[config.mk]
export PLATFORM = sky130hd
export DESIGN_NAME = i2c_mask_write_path
export DESIGN_NICKNAME = d
export VERILOG_FILES = /design/src/pkg/i2c_mask_pkg.sv /design/src/pkg/i2c_bit_if.sv /design/src/design/i2c_line_sync.sv /design/src/design/i2c_mask_write_path.sv
export SDC_FILE = /design/constraint.sdc
export NUM_CORES = 1
export LEC_CHECK = 0
export BUFFER_PORTS_ARGS = -buffer_cell sky130_fd_sc_hd__buf_2
export CELL_PAD_IN_SITES_DETAIL_PLACEMENT = 0
export CELL_PAD_IN_SITES_GLOBAL_PLACEMENT = 1
export CORE_ASPECT_RATIO = 0.8
export CORE_MARGIN = 10
export CORE_UTILIZATION = 35
export DETAILED_ROUTE_END_ITERATION = 8
export PLACE_DENSITY_LB_ADDON = 0.1
export SLEW_MARGIN = 20
export SYNTH_ARGS = -nofsm -noshare
export SYNTH_HDL_FRONTEND = slang
export SYNTH_SLANG_ARGS = --single-unit
[constraint.sdc]
create_clock -name mclk_i -period 5.6 [get_ports mclk_i]
set_input_delay 0.28 -clock mclk_i [delete_from_list [all_inputs] [get_ports mclk_i]]
set_output_delay 0.28 -clock mclk_i [all_outputs]
set_load 0.005 [all_outputs]
[src/pkg/i2c_mask_pkg.sv]
`default_nettype none
package i2c_mask_pkg;

   // ==========================================================================
   // Serial framing
   localparam logic [2:0] ADDR_FIXED_BITS = 3'h6;
   localparam logic [3:0] BYTE_BITS = 4'h8;
   localparam logic [3:0] BIT_COUNT_RESET = 4'h0;
   localparam logic DIR_WRITE = 1'b0;

   // ==========================================================================
   // Reset values
   localparam logic [7:0] MASK_RESET = 8'h00;
   localparam logic [7:0] SNAPSHOT_RESET = 8'h00;
   localparam logic [7:0] FLAGS_RESET = 8'h00;
   localparam logic [7:0] SHIFT_RESET = 8'h00;
   localparam logic INT_N_RESET = 1'b1;
   localparam logic [3:0] STRAP_RESET = 4'h0;
   // Idle bus level, so the edge finder sees no false START after reset
   localparam logic [2:0] LINE_IDLE_RESET = 3'h7;

   // ==========================================================================
   // Slave sequencer states
   typedef enum logic [5:0] {
      ST_IDLE = 6'h01,
      ST_ADDR = 6'h02,
      ST_ADDR_ACK = 6'h04,
      ST_DATA = 6'h08,
      ST_DATA_ACK = 6'h10,
      ST_IGNORE = 6'h20
   } slave_state_e;

endpackage
`default_nettype wire

[src/pkg/i2c_bit_if.sv]
`timescale 1ns/1ps
`default_nettype none
// ==========================================================================
// Bus events found on the sampled lines
interface i2c_bit_if;
   logic scl_rise;
   logic scl_fall;
   logic sda_lvl;
   logic start;
   logic stop;

   modport producer (output scl_rise, output scl_fall, output sda_lvl, output start,
      output stop);
   modport consumer (input scl_rise, input scl_fall, input sda_lvl, input start,
      input stop);
endinterface
`default_nettype wire

[src/design/i2c_line_sync.sv]
`timescale 1ns/1ps
`default_nettype none
// ==========================================================================
// Line sampler: two flops per line, then a third stage for edge finding
module i2c_line_sync (
   input wire logic mclk_i,
   input wire logic resetn_i,
   input wire logic scl_i,
   input wire logic sda_i,
   i2c_bit_if.producer ev
);
   import i2c_mask_pkg::*;

   logic [2:0] scl_reg;
   logic [2:0] sda_reg;
   logic [2:0] scl_next;
   logic [2:0] sda_next;

   // Shift chain; idle bus is high, so reset to high avoids a false START
   always_comb begin
      scl_next = {scl_reg[1:0], scl_i};
      sda_next = {sda_reg[1:0], sda_i};
   end

   always_ff @(posedge mclk_i or negedge resetn_i) begin
      if (!resetn_i) begin
         scl_reg <= LINE_IDLE_RESET;
         sda_reg <= LINE_IDLE_RESET;
      end else begin
         scl_reg <= scl_next;
         sda_reg <= sda_next;
      end
   end

   // Only stages 1 and 2 are looked at; stage 0 feeds stage 1 alone
   assign ev.scl_rise = scl_reg[1] & ~scl_reg[2];
   assign ev.scl_fall = ~scl_reg[1] & scl_reg[2];
   assign ev.sda_lvl = sda_reg[1];
   assign ev.start = scl_reg[1] & scl_reg[2] & ~sda_reg[1] & sda_reg[2];
   assign ev.stop = scl_reg[1] & scl_reg[2] & sda_reg[1] & ~sda_reg[2];

endmodule // i2c_line_sync
`default_nettype wire

[src/design/i2c_mask_write_path.sv]
`timescale 1ns/1ps
`default_nettype none
module i2c_mask_write_path (
   input wire logic mclk_i,
   input wire logic resetn_i,
   input wire logic scl_i,
   input wire logic sda_i,
   output logic sda_o,
   output logic sda_oe_o,
   input wire logic [7:0] input_port_pins_i,
   input wire logic [1:0] addr_strap_lo_i,
   input wire logic [1:0] addr_strap_hi_i,
   output logic int_n_o,
   output logic [7:0] int_mask_o,
   output logic [7:0] port_snapshot_o,
   output logic [7:0] transition_flags_o
);
   import i2c_mask_pkg::*;

   // ==========================================================================
   // Line sampling
   i2c_bit_if ev ();

   i2c_line_sync u_sync (
      .mclk_i(mclk_i),
      .resetn_i(resetn_i),
      .scl_i(scl_i),
      .sda_i(sda_i),
      .ev(ev)
   );

   // Ports and straps come from outside, so two flops before any use
   logic [7:0] pins_s1_reg;
   logic [7:0] pins_reg;
   logic [3:0] strap_s1_reg;
   logic [3:0] strap_reg;

   always_ff @(posedge mclk_i or negedge resetn_i) begin
      if (!resetn_i) begin
         pins_s1_reg <= SNAPSHOT_RESET;
         pins_reg <= SNAPSHOT_RESET;
         strap_s1_reg <= STRAP_RESET;
         strap_reg <= STRAP_RESET;
      end else begin
         pins_s1_reg <= input_port_pins_i;
         pins_reg <= pins_s1_reg;
         strap_s1_reg <= {addr_strap_hi_i, addr_strap_lo_i};
         strap_reg <= strap_s1_reg;
      end
   end

   // ==========================================================================
   // Address decode
   // Each strap is four-level; its two-bit code forms two address bits
   function automatic logic addr_match(input logic [7:0] frame, input logic [3:0] strap);
      addr_match = (frame[7:5] == ADDR_FIXED_BITS) && (frame[4:1] == strap);
   endfunction

   // ==========================================================================
   // Slave sequencer
   slave_state_e state_reg;
   slave_state_e state_next;
   logic [3:0] cnt_reg;
   logic [3:0] cnt_next;
   logic [7:0] shift_reg;
   logic [7:0] shift_next;
   logic [7:0] mask_reg;
   logic [7:0] mask_next;
   logic [7:0] snap_reg;
   logic [7:0] snap_next;
   logic [7:0] flags_reg;
   logic [7:0] flags_next;
   logic int_n_reg;
   logic int_n_next;
   logic byte_end;
   logic take_snap;

   // A byte is complete on the falling edge after the eighth rising edge
   assign byte_end = ev.scl_fall && (cnt_reg == BYTE_BITS);
   // Ports are sampled on the address acknowledge clock's rising edge
   assign take_snap = (state_reg == ST_ADDR_ACK) && ev.scl_rise;

   // Next-state logic; START and STOP override any bit in flight
   always_comb begin
      state_next = state_reg;
      cnt_next = cnt_reg;
      shift_next = shift_reg;
      mask_next = mask_reg;
      if (ev.start) begin
         state_next = ST_ADDR;
         cnt_next = BIT_COUNT_RESET;
      end else if (ev.stop) begin
         state_next = ST_IDLE;
         cnt_next = BIT_COUNT_RESET;
      end else begin
         unique case (state_reg)
            ST_IDLE, ST_IGNORE: begin
               cnt_next = BIT_COUNT_RESET;
            end
            ST_ADDR: begin
               if (ev.scl_rise) begin
                  shift_next = {shift_reg[6:0], ev.sda_lvl};
                  cnt_next = cnt_reg + 4'h1;
               end else if (byte_end) begin
                  cnt_next = BIT_COUNT_RESET;
                  // Reads belong to another path, so they are not answered
                  if (addr_match(shift_reg, strap_reg) && shift_reg[0] == DIR_WRITE) begin
                     state_next = ST_ADDR_ACK;
                  end else begin
                     state_next = ST_IGNORE;
                  end
               end
            end
            ST_DATA: begin
               if (ev.scl_rise) begin
                  shift_next = {shift_reg[6:0], ev.sda_lvl};
                  cnt_next = cnt_reg + 4'h1;
               end else if (byte_end) begin
                  cnt_next = BIT_COUNT_RESET;
                  mask_next = shift_reg;
                  state_next = ST_DATA_ACK;
               end
            end
            ST_ADDR_ACK, ST_DATA_ACK: begin
               // Acknowledge held until the ninth clock falls
               if (ev.scl_fall) begin
                  state_next = ST_DATA;
               end
            end
         endcase
      end
   end

   always_ff @(posedge mclk_i or negedge resetn_i) begin
      if (!resetn_i) begin
         state_reg <= ST_IDLE;
         cnt_reg <= BIT_COUNT_RESET;
         shift_reg <= SHIFT_RESET;
         mask_reg <= MASK_RESET;
      end else begin
         state_reg <= state_next;
         cnt_reg <= cnt_next;
         shift_reg <= shift_next;
         mask_reg <= mask_next;
      end
   end

   // ==========================================================================
   // Transition flags and interrupt
   // Flags compare against the last snapshot; a fresh snapshot equals the
   // pins, so clearing and a same-cycle change cannot lose an event later
   always_comb begin
      snap_next = snap_reg;
      flags_next = flags_reg | (pins_reg ^ snap_reg);
      if (take_snap) begin
         snap_next = pins_reg;
         flags_next = FLAGS_RESET;
      end
      int_n_next = ~|(flags_next & mask_next);
   end

   always_ff @(posedge mclk_i or negedge resetn_i) begin
      if (!resetn_i) begin
         snap_reg <= SNAPSHOT_RESET;
         flags_reg <= FLAGS_RESET;
         int_n_reg <= INT_N_RESET;
      end else begin
         snap_reg <= snap_next;
         flags_reg <= flags_next;
         int_n_reg <= int_n_next;
      end
   end

   // ==========================================================================
   // Outputs
   // Open drain: only ever pulls low, enable marks the acknowledge
   assign sda_o = 1'b0;
   assign sda_oe_o = (state_reg == ST_ADDR_ACK) || (state_reg == ST_DATA_ACK);
   assign int_n_o = int_n_reg;
   assign int_mask_o = mask_reg;
   assign port_snapshot_o = snap_reg;
   assign transition_flags_o = flags_reg;
endmodule // i2c_mask_write_path
`default_nettype wire

==> flow_summary_export.csv <==
group,metric,value,unit
worst_setup_path,cp_num_buf_inv,0,
drt,drt_iter0_markers,139,
yosys,synth_commonest_cells,"dfrtp_1, mux2_2, nor2_1",
clock_tree,cts_buffers,9,
clock_tree,cts_setup_buffers,0,
place,pre_cts_ws,3.32,ns
global_route,grt_max_degree,74,
place,portBuffers,41,
yosys,yosysWarnings,0,
yosys,synth.area.top_cells,"dfrtp_1, mux2_2, dfstp_2",
yosys,syn_area_per_cell,13.4,sq um
yosys,yosysSeqAreaShare,62.9,%
place,gp_congestion,0.785,
timing,tightest_slew,0.905,ns
power,switching_share,24.4,%
global_route,grt_pass1_vias,1785,
worst_setup_path,path_class,"reg2reg",
worst_setup_path,worst_setup_path_end_kind,"flip-flop",
clock_tree,clkSinkCount,73,
final_layout,final_area,3430,sq um
clock_tree,cts_tree,"yes",
die,dieWidth,122,um
timing,setup_ws,3.37,ns
yosys,syn_nets,236,
power,intPower,0.796,mW
yosys,synth_cell_types,43,
yosys,yosys.area.top_type,"dfrtp_1",
timing,fin_worst_skew,0.00923,ns
power,power_frac_seq,54.1,%
global_route,grt_use_met3,4.67,%
final_layout,area_growth,17.4,%
final_layout,diodes,0,
die,coreArea,8020,sq um
timing,finalHoldViolCount,0,
die,die_y,102,um
yosys,netlist_area,2920,sq um
worst_setup_path,slowest_delay,0.72,ns
job,cap_violations,0,
timing,fin_crit_sh,39.8,%
die,die_area,12400,sq um
power,pwr-share-comb,5.8,%
place,hpwl,3.99,mm
global_route,grt_pass1_wl,9.38,mm
clock_tree,clk_transition_reported_paths,0.08,ns
timing,relSlewSlack,39.7,%
hold_path,hp-class,"in2reg",
yosys,synthDominantCellAreaShare,55.7,%
global_route,antenna_found_initial,0,
yosys,synth_flop_cell,"dfrtp_1",
drt,first_pass_iters,4,
yosys,postSynthCellCount,218,
die,start_util,36.4,%
timing,rsz0062_at_grt,"false",
final_layout,utilization,42.7,%
worst_setup_path,cp_top_family,"simple AND/OR/NAND/NOR gates",
worst_setup_path,crit_path_start_kind,"flip-flop",
die,io_pins,43,
timing,finalSetupViolCount,0,
worst_setup_path,cp_slowest_cell,"and4b_1",
worst_setup_path,path_cells,"or3_4 -> nor2_1 -> and4b_1 -> mux2_2",
drt,ant_nets,0,
drt,routed_wl,5.74,mm
worst_setup_path,cp_max_fo,17,
timing,period_needed,2.23,ns
drt,post_drt_wl_per_cell,15.1,um
worst_setup_path,required,5.83,ns
clock_tree,ctsRootBufferMaster,"clkbuf_8",
global_route,gr-max-usage-layer,"met1",
timing,fmax,448,MHz
global_route,met2_usage,13.0,%
final_layout,drive_gt1_share,38.2,%
power,clockPowerShare,40.1,%
power,irDropWorstVdd,0.000173,V
global_route,grtUsageMet1,13.6,%
drt,num_vias,1737,
power,power,1.05,mW
yosys,synth_seq_cells,73,
clock_tree,insertion_delay,0.35,ns
die,row_count,29,
clock_tree,h-tree-depth,3,
power,p_switching,0.257,mW
drt,via_per_inst,4.57,
drt,post-route-drc-count,0,
timing,drv_slew,0,
yosys,async_reset_ff_share,100,%
power,leakagePower,1.64,nW
yosys,synth_most_common_cell,"dfrtp_1",
clock_tree,clock_path_buffers,2,
place,dpl_cell_area,3210,sq um
global_route,grt_overflow_total,0,
yosys,synth_edf_count,0,
run_status,status,"finished, final reports clean",
power,power_density,307,nW/um^2
timing,fin_tns_setup,0,ns
worst_setup_path,crit_arrival,2.46,ns
global_route,grt_usage,9.91,%
final_layout,fin_nets,285,
## routing by layer
metal,routed length [um],vias up
met5,0,-
met4,94,0
met3,336,9
met2,2290,37
met1,3030,837
li1,-,854
## layout make-up
cell class / count / area [sq um]
clock inverter: 6 / 66.3
clock buffer: 10 / 138
fill: 777 / 4590
tap: 108 / 135
inverter: 7 / 26.3
sequential: 73 / 1840
multi-input combinational: 133 / 1000
timing repair buffer: 43 / 223
## through the flow
step                      instances  hold slack [ns]
final                           380           0.0247
after global routing            380        0.0000568
after CTS                       379        0.0000176
after detailed placement        363            0.336
after global placement          363            0.333
after floorplan                 218          -0.0156
## power by group through the flow
stage,Sequential (mW),Combinational [mW],Clock [mW]
2_1_floorplan,0.574,0.0383,0
3_3_place_gp,0.580,0.0621,0
3_5_place_dp,0.581,0.0617,0
4_1_cts,0.570,0.0622,0.439
5_1_grt,0.574,0.0702,0.459
6_report,0.570,0.0608,0.422
## kinds of logic after synthesis
family          share of synthesized area (%)
fa+ha+maj                               0.857
buf+inv                                  2.78
compound gates                           6.56
flops                                    62.9
other cells                             0.128
xor+xnor                                 5.10
simple gates                             10.8
mux                                      10.9
## placed cells by master, fill, tap and decap left out, types with 2 or more instances in the layout
cell type / Yosys / final
a21oi_1: 2 / 2
a22o_1: 2 / 2
buf_2: 1 / 41
clkbuf_8: 0 / 10
clkinv_2: 0 / 2
clkinv_4: 0 / 2
dfrtp_1: 65 / 65
dfstp_2: 8 / 8
ha_1: 2 / 2
inv_1: 7 / 7
mux2_2: 27 / 27
nand2_1: 4 / 4
nand3_1: 3 / 3
nand4_1: 4 / 4
nand4b_1: 2 / 2
nor2_1: 22 / 22
nor2b_1: 2 / 2
nor3b_1: 2 / 2
nor4_1: 2 / 2
o21ai_0: 21 / 21
xnor2_1: 4 / 4
xor2_1: 13 / 13
## final timing paths
check,endpoint,slack (ns),from,cells past startpoint
min reg2reg,pins_reg[1],0.35,pins_s1_reg[1],0
max in group asynchronous,pins_s1_reg[6],4.87,resetn_i,2
min,u_sync.scl_reg[0],0.02,scl_i,1
max,port_snapshot_o[6],3.37,state_reg[3],4
min in group asynchronous,pins_reg[2],0.15,resetn_i,2
max reg2reg,port_snapshot_o[6],3.37,state_reg[3],4
## repair_timing
item	4_1_cts	5_1_grt
setup endpoints to repair	0	0
hold buffers	0	1
resized for setup	0	0
endpoints found under the hold margin	0	1
No activity file was read; power rests on OpenSTA's default activity.
